===== config.mk =====
export PLATFORM = sky130hd
export DESIGN_NAME = ddrin_ctrl
export DESIGN_NICKNAME = d
export VERILOG_FILES = /design/src/hdl/ddrin_pkg.sv /design/src/hdl/ddrin_ctrl.sv
export SDC_FILE = /design/constraint.sdc
export NUM_CORES = 1
export LEC_CHECK = 0
export CAP_MARGIN = 20
export CELL_PAD_IN_SITES_DETAIL_PLACEMENT = 1
export CELL_PAD_IN_SITES_GLOBAL_PLACEMENT = 2
export CORE_ASPECT_RATIO = 1.1
export CORE_MARGIN = 10
export CORE_UTILIZATION = 34
export DETAILED_ROUTE_END_ITERATION = 10
export DONT_BUFFER_PORTS = 1
export HOLD_SLACK_MARGIN = 0.02
export PLACE_DENSITY = 0.78
export SLEW_MARGIN = 10
export SYNTH_ARGS = -nofsm -noshare
export SYNTH_HDL_FRONTEND = slang
export SYNTH_SLANG_ARGS = --single-unit

===== constraint.sdc =====
create_clock -name CLK -period 2.4 [get_ports CLK]
set_clock_uncertainty 0.2 [all_clocks]
set_input_delay 0.48 -clock CLK [delete_from_list [all_inputs] [get_ports CLK]]
set_output_delay 0.48 -clock CLK [all_outputs]
set_load 0.01 [all_outputs]

===== src/hdl/ddrin_pkg.sv =====
// Notes on behaviour
// - Hold CKE and ODT low during ramp.
// - Clock runs stable 200 us first.
// - Drive NOP, then raise CKE.
// - NOP 400 ns, then precharge all.
// - Program EMR2 with BA=010.
// - Program EMR3 with BA=011.
// - EMR1 enables DLL, A0 and A9..A7 low.
// - MR write with A8 high resets DLL.
// - Precharge all, then two or more refreshes.
// - MR rewrite with A8 low.
// - 200 clocks later, calibration default then exit.
// - MR holds burst, latency, DLL reset, recovery.
// - EMR writes set DLL, drive, latency, termination.
// - Every register write carries all fields.
// - MR write is all strobes low, BA zero.
// - MR undefined at power-up; must program.
// - Mode writes need precharged banks, CKE high.
// - Wait mode-set cycle time after writes.
// - Wait 200 clocks after DLL reset before reads.
// - EMR1 writes otherwise carry 000 calibration.
package ddrin_pkg;

  // Register map, byte addresses on the Wishbone slave
  localparam logic [7:0] ADDR_CTRL = 8'h00;
  localparam logic [7:0] ADDR_STATUS = 8'h04;
  localparam logic [7:0] ADDR_MR = 8'h08;
  localparam logic [7:0] ADDR_EMR1 = 8'h0c;
  localparam logic [7:0] ADDR_EMR2 = 8'h10;
  localparam logic [7:0] ADDR_EMR3 = 8'h14;

  // Control and status fields
  localparam int CTRL_START_BIT = 0;
  localparam int STAT_BUSY_BIT = 0;
  localparam int STAT_DONE_BIT = 1;
  localparam int STAT_STATE_LSB = 16;
  localparam int MODE_W = 13;

  // Reset values of the mode shadows: BL4, CL3, WR2, DLL enabled
  localparam logic [12:0] MR_RST = 13'h0232;
  localparam logic [12:0] EMR1_RST = 13'h0000;
  localparam logic [12:0] EMR2_RST = 13'h0000;
  localparam logic [12:0] EMR3_RST = 13'h0000;

  // Mode register field positions
  localparam int MR_DLL_RST_BIT = 8;
  localparam int MR_TEST_BIT = 7;
  localparam int EMR1_DLL_DIS_BIT = 0;
  localparam int EMR1_CAL_LSB = 7;
  localparam logic [2:0] CAL_DEFAULT = 3'h7;
  localparam logic [2:0] CAL_EXIT = 3'h0;
  localparam int ADDR_AP_BIT = 10;

  // Bank codes selecting the mode registers
  localparam logic [2:0] BA_MR = 3'h0;
  localparam logic [2:0] BA_EMR1 = 3'h1;
  localparam logic [2:0] BA_EMR2 = 3'h2;
  localparam logic [2:0] BA_EMR3 = 3'h3;

  // Timing figures in their own units
  localparam int T_CLK_NS = 50;
  localparam int CK_DIV = 2;
  localparam int T_CK_NS = T_CLK_NS * CK_DIV;
  localparam int T_STABLE_US = 200;
  localparam int T_CKE_NS = 400;
  localparam int DLL_LOCK_CK = 200;
  localparam int REF_MIN = 2;
  localparam int STABLE_TK = (T_STABLE_US * 1000 + T_CK_NS - 1) / T_CK_NS;
  localparam int CKE_TK = (T_CKE_NS + T_CK_NS - 1) / T_CK_NS;

  // Command bus to the memory
  typedef struct packed {
    logic cke;
    logic cs_n;
    logic ras_n;
    logic cas_n;
    logic we_n;
    logic [2:0] ba;
    logic [14:0] a;
  } ddrin_cmd_t;

  // Initialization sequence steps
  typedef enum logic [14:0] {
    ST_IDLE = 15'h0001,
    ST_CLK = 15'h0002,
    ST_PRE1 = 15'h0004,
    ST_EMR2 = 15'h0008,
    ST_EMR3 = 15'h0010,
    ST_EMR1 = 15'h0020,
    ST_MRDLL = 15'h0040,
    ST_PRE2 = 15'h0080,
    ST_REF = 15'h0100,
    ST_MRRUN = 15'h0200,
    ST_DLLW = 15'h0400,
    ST_CALDEF = 15'h0800,
    ST_CALEXIT = 15'h1000,
    ST_DONE = 15'h2000,
    ST_SPARE = 15'h4000
  } ddrin_state_t;

endpackage


===== src/hdl/ddrin_ctrl.sv =====
// Implementation choices: the register offsets and the Wishbone slave port.
`timescale 1ns/1ps
module ddrin_ctrl
  import ddrin_pkg::*;
#(
  parameter int STABLE_CK = STABLE_TK,
  parameter int TMRD_CK = 2,
  parameter int T_RP_NS = 15,
  parameter int T_RFC_NS = 128,
  parameter int REF_COUNT = REF_MIN
)
(
  // System clock and reset
  input wire logic CLK,
  input wire logic SRST,
  // Wishbone classic slave
  input wire logic WB_CYC_I,
  input wire logic WB_STB_I,
  input wire logic WB_WE_I,
  input wire logic [7:0] WB_ADR_I,
  input wire logic [3:0] WB_SEL_I,
  input wire logic [31:0] WB_DAT_I,
  output logic [31:0] WB_DAT_O,
  output logic WB_ACK_O,
  // Memory clock pair
  output logic DDR_CK,
  output logic DDR_CK_N,
  // Memory command and address bus
  output logic DDR_CKE,
  output logic DDR_ODT,
  output logic DDR_CS_N,
  output logic DDR_RAS_N,
  output logic DDR_CAS_N,
  output logic DDR_WE_N,
  output logic [2:0] DDR_BA,
  output logic [14:0] DDR_A
);

  // Derived interval counts in memory clock ticks
  localparam int RP_TK = (T_RP_NS + T_CK_NS - 1) / T_CK_NS;
  localparam int RFC_TK = (T_RFC_NS + T_CK_NS - 1) / T_CK_NS;
  localparam int CNT_W = 16;
  localparam logic [CNT_W-1:0] STABLE_W = CNT_W'(STABLE_CK);
  localparam logic [CNT_W-1:0] CKE_W = CNT_W'(CKE_TK);
  localparam logic [CNT_W-1:0] MRD_W = CNT_W'(TMRD_CK - 1);
  localparam logic [CNT_W-1:0] RP_W = CNT_W'(RP_TK < 1 ? 0 : RP_TK - 1);
  localparam logic [CNT_W-1:0] RFC_W = CNT_W'(RFC_TK < 1 ? 0 : RFC_TK - 1);
  localparam logic [7:0] DLL_W = 8'(DLL_LOCK_CK);
  localparam logic [7:0] REF_LAST = 8'(REF_COUNT - 1);

  // Sequencer state
  ddrin_state_t state_r;
  ddrin_cmd_t cmd_r;
  logic [CNT_W-1:0] wait_r;
  logic [7:0] dll_cnt_r;
  logic [7:0] ref_cnt_r;
  logic done_r;
  logic ck_r;
  logic tick;

  // Software shadows of the mode registers
  logic [MODE_W-1:0] mr_r;
  logic [MODE_W-1:0] emr1_r;
  logic [MODE_W-1:0] emr2_r;
  logic [MODE_W-1:0] emr3_r;

  // Bus side
  logic [31:0] rdat_r;
  logic req;
  logic wr;
  logic start;

  assign req = WB_CYC_I & WB_STB_I & ~WB_ACK_O;
  assign wr = req & WB_WE_I;
  assign start = wr & WB_SEL_I[0] & (WB_ADR_I == ADDR_CTRL) & WB_DAT_I[CTRL_START_BIT];

  // Byte lane merge for the 13-bit mode shadows
  function automatic logic [MODE_W-1:0] lane_merge(
    input logic [MODE_W-1:0] old,
    input logic [31:0] dat,
    input logic [3:0] sel
  );
    logic [MODE_W-1:0] res;
    res = old;
    if (sel[0])
    begin
      res[7:0] = dat[7:0];
    end
    if (sel[1])
    begin
      res[MODE_W-1:8] = dat[MODE_W-1:8];
    end
    return res;
  endfunction

  // Build a mode register write; A14..A13 always low, whole value sent
  function automatic ddrin_cmd_t mode_cmd(
    input logic [2:0] ba,
    input logic [MODE_W-1:0] val
  );
    ddrin_cmd_t c;
    c.cke = 1'b1;
    c.cs_n = 1'b0;
    c.ras_n = 1'b0;
    c.cas_n = 1'b0;
    c.we_n = 1'b0;
    c.ba = ba;
    c.a = {2'h0, val};
    return c;
  endfunction

  // Idle bus cycle with clock enable held as given
  function automatic ddrin_cmd_t nop_cmd(input logic cke);
    ddrin_cmd_t c;
    c.cke = cke;
    c.cs_n = 1'b0;
    c.ras_n = 1'b1;
    c.cas_n = 1'b1;
    c.we_n = 1'b1;
    c.ba = 3'h0;
    c.a = 15'h0000;
    return c;
  endfunction

  // Precharge of every bank, A10 high
  function automatic ddrin_cmd_t prea_cmd();
    ddrin_cmd_t c;
    c = nop_cmd(1'b1);
    c.ras_n = 1'b0;
    c.we_n = 1'b0;
    c.a[ADDR_AP_BIT] = 1'b1;
    return c;
  endfunction

  // Auto refresh
  function automatic ddrin_cmd_t ref_cmd();
    ddrin_cmd_t c;
    c = nop_cmd(1'b1);
    c.ras_n = 1'b0;
    c.cas_n = 1'b0;
    return c;
  endfunction

  // Memory clock divider; commands change only as the clock falls
  always_ff @(posedge CLK)
  begin
    if (SRST)
    begin
      ck_r <= 1'b0;
    end
    else
    begin
      ck_r <= ~ck_r;
    end
  end

  assign tick = ck_r;

  // Clock pair and termination outputs; termination is never used here
  always_ff @(posedge CLK)
  begin
    if (SRST)
    begin
      DDR_CK <= 1'b0;
      DDR_CK_N <= 1'b1;
      DDR_ODT <= 1'b0;
    end
    else
    begin
      DDR_CK <= ~ck_r;
      DDR_CK_N <= ck_r;
      DDR_ODT <= 1'b0;
    end
  end

  // Shadow writes; only the byte lanes selected by WB_SEL_I are replaced
  always_ff @(posedge CLK)
  begin
    if (SRST)
    begin
      mr_r <= MR_RST;
      emr1_r <= EMR1_RST;
      emr2_r <= EMR2_RST;
      emr3_r <= EMR3_RST;
    end
    else if (wr)
    begin
      unique case (WB_ADR_I)
        ADDR_MR: mr_r <= lane_merge(mr_r, WB_DAT_I, WB_SEL_I);
        ADDR_EMR1: emr1_r <= lane_merge(emr1_r, WB_DAT_I, WB_SEL_I);
        ADDR_EMR2: emr2_r <= lane_merge(emr2_r, WB_DAT_I, WB_SEL_I);
        ADDR_EMR3: emr3_r <= lane_merge(emr3_r, WB_DAT_I, WB_SEL_I);
        default: ;
      endcase
    end
  end

  // Read mux, registered; unmapped words read zero
  always_ff @(posedge CLK)
  begin
    if (SRST)
    begin
      rdat_r <= 32'h0000_0000;
    end
    else if (req)
    begin
      rdat_r <= 32'h0000_0000;
      unique case (WB_ADR_I)
        ADDR_STATUS:
        begin
          rdat_r[STAT_BUSY_BIT] <= ~done_r & (state_r != ST_IDLE);
          rdat_r[STAT_DONE_BIT] <= done_r;
          rdat_r[STAT_STATE_LSB +: 15] <= state_r;
        end
        ADDR_MR: rdat_r[MODE_W-1:0] <= mr_r;
        ADDR_EMR1: rdat_r[MODE_W-1:0] <= emr1_r;
        ADDR_EMR2: rdat_r[MODE_W-1:0] <= emr2_r;
        ADDR_EMR3: rdat_r[MODE_W-1:0] <= emr3_r;
        default: ;
      endcase
    end
  end

  // Bus answer one cycle after the request, dropped after one
  always_ff @(posedge CLK)
  begin
    if (SRST)
    begin
      WB_ACK_O <= 1'b0;
    end
    else
    begin
      WB_ACK_O <= WB_CYC_I & WB_STB_I & ~WB_ACK_O;
    end
  end

  assign WB_DAT_O = rdat_r;

  // Ticks since the DLL reset write, saturating
  always_ff @(posedge CLK)
  begin
    if (SRST)
    begin
      dll_cnt_r <= 8'h00;
    end
    else if (tick && state_r == ST_MRDLL && wait_r == '0)
    begin
      dll_cnt_r <= 8'h00;
    end
    else if (tick && dll_cnt_r != 8'hff)
    begin
      dll_cnt_r <= dll_cnt_r + 8'h01;
    end
  end

  // Init sequencer; a start during a run restarts it, data is kept
  always_ff @(posedge CLK)
  begin
    if (SRST)
    begin
      state_r <= ST_IDLE;
      cmd_r <= nop_cmd(1'b0);
      wait_r <= '0;
      ref_cnt_r <= 8'h00;
      done_r <= 1'b0;
    end
    else if (start)
    begin
      // Clock already runs; count its stable time with CKE low
      // Bus moves only on a tick so a command never loses half its period
      state_r <= ST_CLK;
      cmd_r <= tick ? nop_cmd(1'b0) : cmd_r;
      wait_r <= STABLE_W;
      done_r <= 1'b0;
    end
    else if (tick)
    begin
      if (wait_r != '0)
      begin
        // Only NOP between steps; CKE low through the stable wait
        wait_r <= wait_r - CNT_W'(1);
        cmd_r <= nop_cmd(cmd_r.cke && state_r != ST_CLK);
      end
      else
      begin
        unique case (state_r)
          ST_IDLE: cmd_r <= nop_cmd(cmd_r.cke);
          ST_CLK:
          begin
            cmd_r <= nop_cmd(1'b1);
            wait_r <= CKE_W;
            state_r <= ST_PRE1;
          end
          ST_PRE1:
          begin
            cmd_r <= prea_cmd();
            wait_r <= RP_W;
            state_r <= ST_EMR2;
          end
          ST_EMR2:
          begin
            cmd_r <= mode_cmd(BA_EMR2, emr2_r);
            wait_r <= MRD_W;
            state_r <= ST_EMR3;
          end
          ST_EMR3:
          begin
            cmd_r <= mode_cmd(BA_EMR3, emr3_r);
            wait_r <= MRD_W;
            state_r <= ST_EMR1;
          end
          ST_EMR1:
          begin
            // DLL on, calibration field cleared, other fields as set
            cmd_r <= mode_cmd(BA_EMR1, {emr1_r[12:10], CAL_EXIT,
                               emr1_r[6:1], 1'b0});
            wait_r <= MRD_W;
            state_r <= ST_MRDLL;
          end
          ST_MRDLL:
          begin
            cmd_r <= mode_cmd(BA_MR, {mr_r[MODE_W-1:MR_DLL_RST_BIT+1], 1'b1,
                               1'b0, mr_r[6:0]});
            wait_r <= MRD_W;
            state_r <= ST_PRE2;
          end
          ST_PRE2:
          begin
            cmd_r <= prea_cmd();
            wait_r <= RP_W;
            ref_cnt_r <= 8'h00;
            state_r <= ST_REF;
          end
          ST_REF:
          begin
            cmd_r <= ref_cmd();
            wait_r <= RFC_W;
            ref_cnt_r <= ref_cnt_r + 8'h01;
            if (ref_cnt_r >= REF_LAST)
            begin
              state_r <= ST_MRRUN;
            end
          end
          ST_MRRUN:
          begin
            // Test mode forced low for normal operation
            cmd_r <= mode_cmd(BA_MR, {mr_r[MODE_W-1:MR_DLL_RST_BIT+1], 1'b0,
                               1'b0, mr_r[6:0]});
            wait_r <= MRD_W;
            state_r <= ST_DLLW;
          end
          ST_DLLW:
          begin
            cmd_r <= nop_cmd(1'b1);
            if (dll_cnt_r >= DLL_W)
            begin
              state_r <= ST_CALDEF;
            end
          end
          ST_CALDEF:
          begin
            cmd_r <= mode_cmd(BA_EMR1, {emr1_r[12:10], CAL_DEFAULT,
                               emr1_r[6:1], 1'b0});
            wait_r <= MRD_W;
            state_r <= ST_CALEXIT;
          end
          ST_CALEXIT:
          begin
            cmd_r <= mode_cmd(BA_EMR1, {emr1_r[12:10], CAL_EXIT,
                               emr1_r[6:1], 1'b0});
            wait_r <= MRD_W;
            state_r <= ST_DONE;
          end
          ST_DONE:
          begin
            cmd_r <= nop_cmd(1'b1);
            done_r <= 1'b1;
          end
          default:
          begin
            state_r <= ST_IDLE;
            cmd_r <= nop_cmd(1'b0);
          end
        endcase
      end
    end
  end

  // Pin drivers straight from the command flop
  assign DDR_CKE = cmd_r.cke;
  assign DDR_CS_N = cmd_r.cs_n;
  assign DDR_RAS_N = cmd_r.ras_n;
  assign DDR_CAS_N = cmd_r.cas_n;
  assign DDR_WE_N = cmd_r.we_n;
  assign DDR_BA = cmd_r.ba;
  assign DDR_A = cmd_r.a;

endmodule


Word level (Yosys, flattened, before mapping)
Cells that the tools add are included.
{ "word_totals": {"elab_cells": 125, "ff_bits": 154, "in_bits": 49, "out_inout_bits": 59} }
{ "op_classes": {"reduce_logical": 33, "n_mux": 19, "magnitude_cmp": 2, "addsub": 3, "bitwise": 13, "eq_ne": 29} }
{ "ops": {"columns": ["op", "n"], "rows": [
  ["one-hot mux 23 bit (10 select lines)", 1],
  ["one-hot mux 15 bit (13 select lines)", 1],
  ["two-way mux 23 bit", 4],
  ["one-hot mux 16 bit (3 select lines)", 1],
  ["two-way mux 15 bit", 3],
  ["one-hot mux 11 bit (4 select lines)", 1],
  ["AND reduction 3 bit", 9],
  ["two-way mux 11 bit", 2],
  ["adder 8 x 1 -> 8 bit, second input constant", 2],
  ["== test 8 x 4 -> 1 bit, second input constant", 2],
  ["== test 8 x 5 -> 1 bit, second input constant", 2],
  ["zero test 16 bit", 1],
  ["two-way mux 16 bit", 1],
  ["one-hot mux 8 bit (2 select lines)", 1],
  ["nonzero test 16 bit", 1],
  ["subtractor 16 x 1 -> 16 bit, second input constant", 1],
  ["== test 15 x 1 -> 1 bit, second input constant", 1],
  ["== test 15 x 10 -> 1 bit, second input constant", 1],
  ["== test 15 x 11 -> 1 bit, second input constant", 1],
  ["== test 15 x 12 -> 1 bit, second input constant", 1],
  ["== test 15 x 13 -> 1 bit, second input constant", 1],
  ["== test 15 x 14 -> 1 bit, second input constant", 1],
  ["== test 15 x 2 -> 1 bit, second input constant", 1],
  ["== test 15 x 3 -> 1 bit, second input constant", 1],
  ["30 further kinds", 58]
]} }

Longest topological paths before layout
Gate-level depths: netlist (run 1).
{ "depth": {"depth_word": 8, "ltp_mapped": 10, "ltp_nobuf": 8} }

Worst setup path after synthesis (run 1)
Ideal clock, no wire load.
{ "synth_path": {"kind": "flip-flop to flip-flop", "startpoint": "register state_r[4]", "endpoint": "register wait_r[6]", "setup_time_ns": 0.133, "synth_period_minus_slack_ns": 2.636, "path_stages_with_launch": 10, "n_path_buf": 3, "setup_slack_ns": -0.236, "required_time_ns": 2.067, "t_arrival_ns": 2.302, "cell_sequence": "dfxtp_1 buf_6 or4_1 buf_2 or4_4 a21oi_4 nor4_4 a21oi_4 buf_6 a31oi_1"} }
{ "synth_via": {"elab_chain_len": 4, "word_cells_on_any_way": 15, "classes_between": "eq/ne (11); reduce/logical (4)"} }
{ "synth_lines": {"columns": ["element", "line", "source"], "rows": [
  ["start, declared", "ddrin_ctrl.sv:52", "ddrin_state_t state_r;"],
  ["start signal, assigned", "ddrin_ctrl.sv:261", "state_r <= ST_IDLE;"],
  ["start signal, assigned", "ddrin_ctrl.sv:271", "state_r <= ST_CLK;"],
  ["start signal, assigned", "ddrin_ctrl.sv:292", "state_r <= ST_PRE1;"],
  ["== test 15 x 7 -> 1 bit, or another cell as far along", "ddrin_ctrl.sv:286", "unique case (state_r)"],
  ["OR reduction 8 bit (no source line) / OR reduction 2 bit (equally long branches)", null, null],
  ["nonzero test 5 bit (no source line) (*)", null, null],
  ["AND reduction 2 bit (no source line) (*)", null, null],
  ["end signal, assigned", "ddrin_ctrl.sv:281", "wait_r <= wait_r - CNT_W'(1);"],
  ["end, declared", "ddrin_ctrl.sv:54", "logic [CNT_W-1:0] wait_r;"]
]} }
Mark *: on every way between the ends. The rest lies on a longest branch, timed or not.
A chain may end at the register's enable or synchronous reset.

Final worst setup path (run 1)
{ "layout_path": {"startpoint": "register state_r[6]", "endpoint": "register cmd_r, in the netlist DDR_WE_N"} }
{ "layout_via": {"elab_chain_len": 6, "word_cells_on_any_way": 21, "classes_between": "eq/ne (14); mux (4); reduce/logical (3)"} }
{ "layout_lines": {"columns": ["element", "line", "source"], "rows": [
  ["== test 15 x 11 -> 1 bit, or another cell as far along", "ddrin_ctrl.sv:286", null],
  ["OR reduction 3 bit (no source line) / OR reduction 2 bit (equally long branches)", null, null],
  ["one-hot mux 23 bit (10 select lines) (*)", "ddrin_ctrl.sv:286", null],
  ["two-way mux 23 bit (*)", "ddrin_ctrl.sv:278", "if (wait_r != '0)"],
  ["two-way mux 23 bit (*)", "ddrin_ctrl.sv:276", "else if (tick)"],
  ["two-way mux 23 bit (*)", "ddrin_ctrl.sv:267", "else if (start)"],
  ["end signal, assigned", "ddrin_ctrl.sv:282", "cmd_r <= nop_cmd(cmd_r.cke && state_r != ST_CLK);"],
  ["end signal, assigned", "ddrin_ctrl.sv:287", "ST_IDLE: cmd_r <= nop_cmd(cmd_r.cke);"],
  ["end signal, assigned", "ddrin_ctrl.sv:290", "cmd_r <= nop_cmd(1'b1);"],
  ["end, declared", "ddrin_ctrl.sv:53", "ddrin_cmd_t cmd_r;"]
]} }
Mark *: on every way between the ends. The rest lies on a longest branch, timed or not. The select of a mux whose other input is x is not followed.

==> results.py, run 1 <==
metrics = {
    "status": {
        "status": "finished, violations left",
        "violations": "setup timing",
    },
    "timing": {
        "slew_violations": 0,
        "holdWs_ns": 0.000448,
        "hold_viol": 0,
        "grt_setup_unrepaired": "yes",
        "fin_ws_ns": -0.113,
        "period_minus_slack_ns": 2.51,
        "fin_crit_sh": 1.05,
        "setup_viol_count_final": 31,
        "fmax_mhz": 398,
        "relSlewSlack": 0.511,
        "worstMarginPinSlew_ns": 0.733,
    },
    "logic_synthesis": {
        "yosys-mux-area-fraction": 0.0544,
        "synth_top_family_by_area": "simple AND/OR/NAND/NOR gates",
        "synth_compound_area_frac": 0.172,
        "postSynthCellCount": 844,
        "ys.flop_type": "dfxtp_1",
        "ys_warn_count": 0,
        "synthSimpleGateAreaFrac": 0.264,
        "avgSynthCellArea_um2": 8.41,
        "synth_seq_area_share": 0.417,
        "synth-async-reset-ratio": 0,
        "synthDistinctLibCells": 65,
        "synth_area_um2": 7100,
        "synth_fa_ha_area_frac": 0.0123,
        "ys_seq_elements": 148,
        "synth_xor_area_frac": 0.0247,
        "synth-edff-count": 0,
    },
    "clock_network": {
        "tritoncts": "built",
        "cts.sinks": 148,
        "htree_num_levels": 4,
        "cts_buffer_depth": 2,
        "root_buffer": "clkbuf_16",
        "cts_buffers": 17,
        "clk-insertion-delay-late_ns": 0.44,
        "path_clk_slew_ns": 0.06,
    },
    "layout": {
        "final_nets": 1045,
        "final_cell_mix": "dfxtp_1, buf_4, nand2_1",
        "layout_commonest_cell": "dfxtp_1",
        "fillers": 2363,
        "utilization": 0.479,
        "drive_above_1_share": 0.293,
        "synthToLayoutAreaGrowth_pct": 38.7,
        "diodes": 0,
    },
    "power": {
        "seqPwrFrac": 0.330,
        "peakVddDrop_mv": 0.642,
        "finalPower_uw": 8300,
        "power.internal_uw": 5370,
        "clockPowerShare": 0.334,
        "p_per_area_nw_per_um2": 842,
        "p_sw_uw": 2920,
        "p_leak_uw": 0.00381,
        "swShare": 0.352,
        "power_frac_comb": 0.336,
    },
    "route": {
        "vias": 7174,
        "drt-met1-wl_mm": 11.0,
        "first_pass_iters": 5,
        "wire_per_inst_um": 22.6,
        "top_layer": "met4",
        "ant_nets": 0,
        "wl_met3_mm": 1.11,
        "wirelength_mm": 28.4,
        "drt-vias-per-instance": 5.70,
        "drt_iter0_drc": 453,
        "wl_met2_mm": 15.4,
        "drc": 0,
    },
    "worst_hold_path": {
        "hold_path.startpoint": "WB_DAT_I[0]",
        "min_path_type": "in2reg",
    },
    "worst_setup_path": {
        "worst-endpoint-required_ns": 2.52,
        "r2r_start": "state_r[6]$_SDFFE_PP0P_",
        "crit_start": "state_r[6]$_SDFFE_PP0P_",
        "cp.arrival_ns": 2.63,
        "cp_max_fo": 4,
        "start_kind": "flop",
        "cp-end-kind": "flop",
        "worst-setup-path-type": "reg2reg",
    },
    "flow_run": {
        "drv_cap": 0,
    },
    "die": {
        "core-area_um2": 20600,
        "dieWidth_um": 158,
        "start_util": 0.345,
        "die_h_um": 172,
        "rows": 55,
        "io_pins": 108,
        "die-area_um2": 27100,
    },
    "placement": {
        "place_congestion": 0.862,
        "portBuffers": 0,
        "dp_hpwl_mm": 19.4,
    },
    "grt": {
        "grt-ovfl-total": 0,
        "antenna_found_initial": 0,
        "grtUsageTotal": 0.202,
        "grt_pass1_wl_mm": 42.5,
        "grt_start_max_net_pins": 86,
        "grt_pass1_vias": 7501,
    },
}
==> layout make-up <==
cell class	instances	area, um2	area share
Multi-Input combinational cell	622	4200	0.427
Sequential cell	148	2970	0.301
Timing Repair Buffer	188	1720	0.175
Tap cell	256	320	0.0325
Inverter	12	45.0	0.00457
Clock buffer	17	425	0.0432
Clock inverter	15	168	0.0170
==> through the flow <==
step	area (um2)	setup TNS [ns]	cells	setup WS [ns]
detailed placement	8300	-12.09	1177	-0.194
CTS	9330	-1.26	1232	-0.101
global placement	8300	-8.56	1177	-0.167
finish	9850	-1.20	1258	-0.113
floorplan	7220	-3.48	853	-0.176
global route	9850	-4.28	1258	-0.168
==> sequential cells by signal, summed over array words and instances, names as in the netlist, 2 cells and up <==
signal	cells
DDR_BA	2
dll_cnt_r	8
wait_r	16
state_r	14
mr_r	13
DDR_A	13
emr2_r	13
WB_DAT_O	27
ref_cnt_r	8
emr1_r	13
emr3_r	13
==> synthesized netlist by cell type (all sizes together) (7+ instances only) <==
cell type    n  area share
nor2        82       0.043
mux2i       24       0.034
dfxtp      148        0.42
o31ai        8      0.0085
nand4       12       0.011
nor4        16       0.019
nor3        27       0.020
o21ai       12      0.0085
nand3       61       0.044
buf         23       0.023
a21oi       75       0.058
mux2        13       0.021
nor4b       11       0.014
xnor2       14       0.017
and3        14       0.012
inv         11      0.0058
or4          7      0.0085
clkbuf      48       0.025
nand2      116       0.061
ha           7       0.012
a222oi      19       0.027
nand2b       7      0.0062
a2bb2oi     12       0.015
a22o        10       0.012
==> layer usage <==
layer / up-vias / global-route usage
met5: - / 0
met4: 0 / 0.0956
met3: 53 / 0.0482
met2: 167 / 0.375
met1: 3610 / 0.208
li1: 3344 / -
==> what timing repair did <==
| item | CTS | global route |
|---|---|---|
| pin swaps | 19 | 25 |
| hold buffers | 13 | 9 |
| hold endpoints to repair | 86 | 73 |
| gates resized for setup | 44 | 54 |
| setup buffers | 9 | 15 |
| gates cloned | 1 | 2 |
| setup endpoints to repair | 50 | 62 |
==> critical path, stage by stage, from the launching register on <==
cell	delay, ns
dfxtp_2	0.32
or4_4	0.53
or4_4	0.53
a21oi_4	0.21
nor4_4	0.10
buf_4	0.17
nor4_2	0.12
buf_4	0.17
a2bb2oi_1	0.06
==> power by group through the flow <==
stage / clock, uW / combinational, uW / sequential (uW)
2_1_floorplan: 0 / 1480 / 2750
3_3_place_gp: 0 / 2220 / 2770
3_5_place_dp: 0 / 2320 / 2790
4_1_cts: 2800 / 2520 / 2730
5_1_grt: 2920 / 3030 / 2760
6_report: 2770 / 2790 / 2740
==> worst paths after layout <==
path / depth (start not counted) / slack (ns) / endpoint
setup / recovery: 8 / -0.11 / DDR_WE_N$_SDFFE_PP1P_
setup reg to reg: 8 / -0.11 / DDR_WE_N$_SDFFE_PP1P_
hold / removal: 2 / 0.0004 / emr1_r[0]$_SDFFE_PP0P_
hold reg to reg: 2 / 0.27 / emr1_r[7]$_SDFFE_PP0P_
==> cells by family after synthesis <==
kind of cell | Yosys count
and+or+nand+nor | 376
AOI/OAI and AO/OA | 172
DFF | 148
buffers and inverters | 83
muxes | 37
xor gates and xnor gates | 20
adders and majority gates | 7
other | 1
(Power assumes the default switching activity.)
==> inputs of run 2 (changes only) <==
Settings changed: RECOVER_POWER set to 50, SLEW_MARGIN 10 to unset.
==> run 2 against run 1 <==
Against the previous run: the run still ends with setup timing left; sequential share of layout area rose by 0.077 points; combinational power barely moved; via count fell by 0.38%; maximum frequency barely moved; critical path type unchanged; largest power group unchanged; highest routed layer unchanged.
==> results.py, run 2 (synthesis results as in run 1) <==
metrics = {
    "status": {
        "status": "finished, violations left",
        "violations": "setup timing",
    },
    "timing": {
        "setup_viol_count_final": 31,
        "hold_viol": 0,
        "worstMarginPinSlew_ns": 1.10,
        "fin_ws_ns": -0.115,
        "slew_violations": 0,
        "fmax_mhz": 398,
        "relSlewSlack": 0.264,
        "period_minus_slack_ns": 2.51,
        "grt_setup_unrepaired": "yes",
        "fin_crit_sh": 1.05,
        "setup_tns_ns": -1.22,
    },
    "worst_setup_path": {
        "worst-endpoint-required_ns": 2.52,
        "ff2ff_path_depth": 8,
        "critPathSlowestCell": "or4_4",
        "r2r_slack_ns": -0.11,
        "critPathMaxStageDelay_ns": 0.53,
        "timing.rr.end": "DDR_WE_N$_SDFFE_PP1P_",
        "critPathBufInv": 2,
        "cp_max_fo": 4,
        "r2r_start": "state_r[6]$_SDFFE_PP0P_",
        "cp-end-kind": "flop",
        "crit_family": "simple AND/OR/NAND/NOR gates",
        "cp.arrival_ns": 2.64,
        "worstPathCellList": "or4_4 -> or4_4 -> a21oi_4 -> nor4_4 -> buf_4 -> nor4_2 -> buf_4 -> a2bb2oi_1",
        "start_kind": "flop",
        "worst-setup-path-type": "reg2reg",
    },
    "layout": {
        "layout_commonest_cell": "dfxtp_1",
        "fillers": 2370,
        "synthToLayoutAreaGrowth_pct": 38.4,
        "multi_input_area_um2": 4200,
        "final_nets": 1045,
        "seq_area_um2": 2970,
        "largest_reg_flops": 27,
        "final_cell_mix": "dfxtp_1, buf_4, nand2_1",
        "fin_cells": 1258,
        "diodes": 0,
        "drive_above_1_share": 0.289,
    },
    "grt": {
        "grtUsageTotal": 0.202,
        "grt_pass1_vias": 7501,
        "grt-ovfl-total": 0,
        "antenna_found_initial": 0,
        "grt_pass1_wl_mm": 42.5,
        "grt_start_max_net_pins": 86,
    },
    "worst_hold_path": {
        "min_path_type": "in2reg",
        "whs_path_depth": 2,
        "hold_path.startpoint": "WB_DAT_I[0]",
        "hold_end": "emr1_r[0]$_SDFFE_PP0P_",
    },
    "route": {
        "ant_nets": 0,
        "drt-vias-per-instance": 5.68,
        "wirelength_mm": 28.3,
        "wire_per_inst_um": 22.5,
        "drc": 0,
        "drt_iter0_drc": 438,
        "first_pass_iters": 5,
        "vias": 7147,
    },
    "clock_network": {
        "tritoncts": "built",
        "htree_num_levels": 4,
        "cts_buffers": 17,
        "cts_buffer_depth": 2,
        "path_clk_slew_ns": 0.06,
        "cts.sinks": 148,
        "root_buffer": "clkbuf_16",
        "clk-insertion-delay-late_ns": 0.44,
    },
    "power": {
        "peakVddDrop_mv": 0.651,
        "p_leak_uw": 0.00379,
        "p_per_area_nw_per_um2": 843,
    },
    "flow_run": {
        "drv_cap": 0,
    },
    "die": {
        "io_pins": 108,
        "start_util": 0.345,
        "dieWidth_um": 158,
        "die_h_um": 172,
        "rows": 55,
        "die-area_um2": 27100,
        "core-area_um2": 20600,
    },
    "placement": {
        "portBuffers": 0,
        "dp_hpwl_mm": 19.4,
        "place_congestion": 0.862,
        "placed_cells": 1177,
    },
}
==> run 2: changes by cell type in the layout (fill, tap and decap cells not counted), sizes merged <==
| cell | change |
|---|---|
| buf | -4 |
| clkbuf | +4 |
==> run 2: how the worst max path moves through the flow <==
stage	startpoint	end	slack [ns]	cells after the start
after CTS	wait_r[10]$_SDFFE_PP0P_	state_r[8]$_SDFFE_PP0P_	-0.10	8
final	state_r[6]$_SDFFE_PP0P_	DDR_WE_N$_SDFFE_PP1P_	-0.11	8
after detailed placement	WB_ADR_I[1]	mr_r[4]$_SDFFE_PP1P_	-0.19	7
after global placement	WB_ADR_I[1]	mr_r[4]$_SDFFE_PP1P_	-0.17	7
after floorplan	state_r[5]$_SDFFE_PP0P_	wait_r[6]$_SDFFE_PP0P_	-0.18	9
after global routing	state_r[6]$_SDFFE_PP0P_	DDR_A[3]$_SDFFE_PP0P_	-0.17	8
==> run 2: metrics by stage <==
stage | total power, uW | instance area [um2] | hold slack [ns] | util | setup slack (ns)
after global placement | 4990 | 8300 | 0.240 | 0.403 | -0.167
after detailed placement | 5110 | 8300 | 0.253 | 0.403 | -0.194
final | 8290 | 9830 | 0.000132 | 0.478 | -0.115
after CTS | 8050 | 9330 | -0.0836 | 0.454 | -0.101
after floorplan | 4230 | 7220 | 0.236 | - | -0.176
after global routing | 8710 | 9830 | 0.0244 | 0.478 | -0.168
==> run 2: metal layers <==
layer  track usage  vias to the layer above  share of wire
met3        0.0482                       48          0.039
met2         0.375                      159           0.54
li1              -                     3340              -
met5             0                        -              0
met4        0.0956                        0          0.033
met1         0.208                     3600           0.39
==> run 2: report_power, final <==
group,switching (uW),total (uW),internal [uW]
sequential,153,2740,2590
combinational,1560,2780,1220
clock,1210,2760,1560
total,2920,8290,5370
==> run 2: cell type report <==
class                      count  area share
multi-input combinational    622       0.428
tap                          256      0.0326
clock buffer                  17      0.0433
sequential                   148       0.302
inverter                      12     0.00458
clock inverter                15      0.0171
timing repair buffer         188       0.173
==> run 2: worst register-to-register path, cell delays in order (launching register included) <==
cell	delay [ns]
dfxtp_2	0.32
or4_4	0.53
or4_4	0.53
a21oi_4	0.21
nor4_4	0.10
buf_4	0.17
nor4_2	0.12
buf_4	0.17
a2bb2oi_1	0.06
==> run 2: what timing repair did <==
| item | in CTS | in global routing |
|---|---|---|
| hold buffers | 13 | 9 |
| endpoints found under the hold margin | 86 | 73 |
| pin swaps | 19 | 25 |
| endpoints found under the setup margin | 50 | 62 |
| setup buffers | 9 | 15 |
| resized for setup | 44 | 54 |
| cloned | 1 | 2 |
==> inputs of run 3 (changes only) <==
Clock period 2.4 ns to 2.1 ns, I/O delays scaled along.
==> run 3 against run 2 <==
Against the previous run: the flow finishes with violations (hold timing, setup timing); final cell count up 0.48%; sequential power up 13%; clock power up 17%; combinational power up 27%; critical path type unchanged; largest cell class unchanged; highest routed layer unchanged.
==> results.py, run 3 (synthesis results as in run 1) <==
metrics = {
    "timing": {
        "relSlewSlack": 0.364,
        "period_minus_slack_ns": 2.52,
        "hold_viol": 80,
        "setup_viol_count_final": 92,
        "fmax_mhz": 398,
        "holdWs_ns": -0.170,
        "setup_tns_ns": -20.38,
        "fin_ws_ns": -0.415,
        "grt_setup_unrepaired": "yes",
        "slew_violations": 0,
        "fin_crit_sh": 1.20,
        "worstMarginPinSlew_ns": 0.941,
    },
    "clock_network": {
        "htree_num_levels": 4,
        "holdBufCountCts": 6,
        "clk-insertion-delay-late_ns": 0.44,
        "cts_buffer_depth": 2,
        "cts.sinks": 148,
        "root_buffer": "clkbuf_16",
        "path_clk_slew_ns": 0.06,
        "tritoncts": "built",
        "cts_buffers": 17,
    },
    "die": {
        "core-area_um2": 20600,
        "io_pins": 108,
        "dieWidth_um": 158,
        "rows": 55,
        "start_util": 0.345,
        "die_h_um": 172,
        "die-area_um2": 27100,
    },
    "placement": {
        "dp_hpwl_mm": 19.2,
        "place_congestion": 0.855,
        "portBuffers": 0,
        "dpl-instance-area_um2": 8840,
        "place_ws_ns": -0.490,
    },
    "route": {
        "drc": 0,
        "drt-vias-per-instance": 5.69,
        "first_pass_iters": 7,
        "wirelength_mm": 27.4,
        "vias": 7190,
        "ant_nets": 0,
        "drt_iter0_drc": 451,
        "wire_per_inst_um": 21.7,
    },
    "layout": {
        "drive_above_1_share": 0.338,
        "layout_commonest_cell": "buf_4",
        "synthToLayoutAreaGrowth_pct": 42.0,
        "largest_reg_flops": 27,
        "diodes": 0,
        "final_cell_mix": "buf_4, dfxtp_1, nand2_1",
        "fillers": 2321,
        "final_nets": 1051,
        "final_area_um2": 10100,
    },
    "worst_setup_path": {
        "crit_start": "state_r[6]$_SDFFE_PP0P_",
        "timing.rr.end": "DDR_A[12]$_SDFFE_PP0P_",
        "critPathMaxStageDelay_ns": 0.53,
        "r2r_slack_ns": -0.42,
        "worst-setup-path-type": "reg2reg",
        "critPathSlowestCell": "or4_4",
        "worst-endpoint-required_ns": 2.28,
        "cp-end-kind": "flop",
        "critPathBufInv": 2,
        "worstPathCellList": "or4_4 -> or4_4 -> a21oi_4 -> nor4_4 -> buf_4 -> a21oi_4 -> buf_12 -> a22o_1",
        "cp.arrival_ns": 2.70,
        "start_kind": "flop",
        "crit_family": "simple AND/OR/NAND/NOR gates",
        "ff2ff_path_depth": 8,
        "cp_max_fo": 7,
        "r2r_start": "state_r[6]$_SDFFE_PP0P_",
    },
    "flow_run": {
        "drv_cap": 0,
    },
    "status": {
        "status": "finished, violations left",
        "violations": "hold timing, setup timing",
    },
    "grt": {
        "antenna_found_initial": 0,
        "grt_pass1_wl_mm": 43.2,
        "grt-ovfl-total": 0,
        "grt_pass1_vias": 7798,
        "grt_start_max_net_pins": 86,
        "grtUsageTotal": 0.203,
    },
    "power": {
        "p_per_area_nw_per_um2": 979,
        "peakVddDrop_mv": 0.752,
        "p_leak_uw": 0.00382,
        "finalPower_uw": 9870,
    },
    "worst_hold_path": {
        "min_path_type": "in2reg",
        "hold_path.startpoint": "SRST",
        "whs_path_depth": 1,
        "hold_end": "wait_r[10]$_SDFFE_PP0P_",
    },
}
==> run 3: through the flow <==
stage | cells | util
after CTS | 1259 | 0.483
after global routing | 1264 | 0.490
after global placement | 1204 | 0.430
final | 1264 | 0.490
after floorplan | 853 | -
after detailed placement | 1204 | 0.430
==> run 3: layout make-up <==
type                       instances  area [um2]  area share
clock buffer                      18         439      0.0435
clock inverter                    14         175      0.0174
inverter                          12        45.0     0.00447
multi-input combinational        622        4350       0.431
sequential                       148        2980       0.296
tap                              256         320      0.0318
timing repair buffer             194        1780       0.176
==> run 3: worst max path at each step <==
stage / to / slack [ns] / depth (start not counted)
after global routing: DDR_A[12]$_SDFFE_PP0P_ / -0.48 / 8
after floorplan: wait_r[0]$_SDFFE_PP0P_ / -0.47 / 9
final: DDR_A[12]$_SDFFE_PP0P_ / -0.42 / 8
after global placement: ref_cnt_r[7]$_SDFFE_PP0P_ / -0.43 / 9
after CTS: wait_r[2]$_SDFFE_PP0P_ / -0.43 / 7
after detailed placement: wait_r[4]$_SDFFE_PP0P_ / -0.49 / 8
==> run 3: report_power, final <==
group          switching, uW  internal (uW)  total, uW
Combinational           1960           1570       3540
Clock                   1320           1910       3230
Sequential               147           2960       3100
==> run 3: what timing repair did <==
item	4_1_cts	5_1_grt
pin swaps	28	20
gates resized for setup	61	36
gates cloned	2	0
setup endpoints to repair	78	81
hold endpoints to repair	88	80
setup buffers	17	7
==> run 3: layer usage <==
| layer | vias to the layer above | routed length, um | GRT usage |
|---|---|---|---|
| met5 | - | 0 | 0 |
| met4 | 0 | 668 | 0.0842 |
| met3 | 51 | 1340 | 0.0492 |
| met2 | 165 | 14300 | 0.363 |
| met1 | 3618 | 11100 | 0.225 |
| li1 | 3356 | - | - |
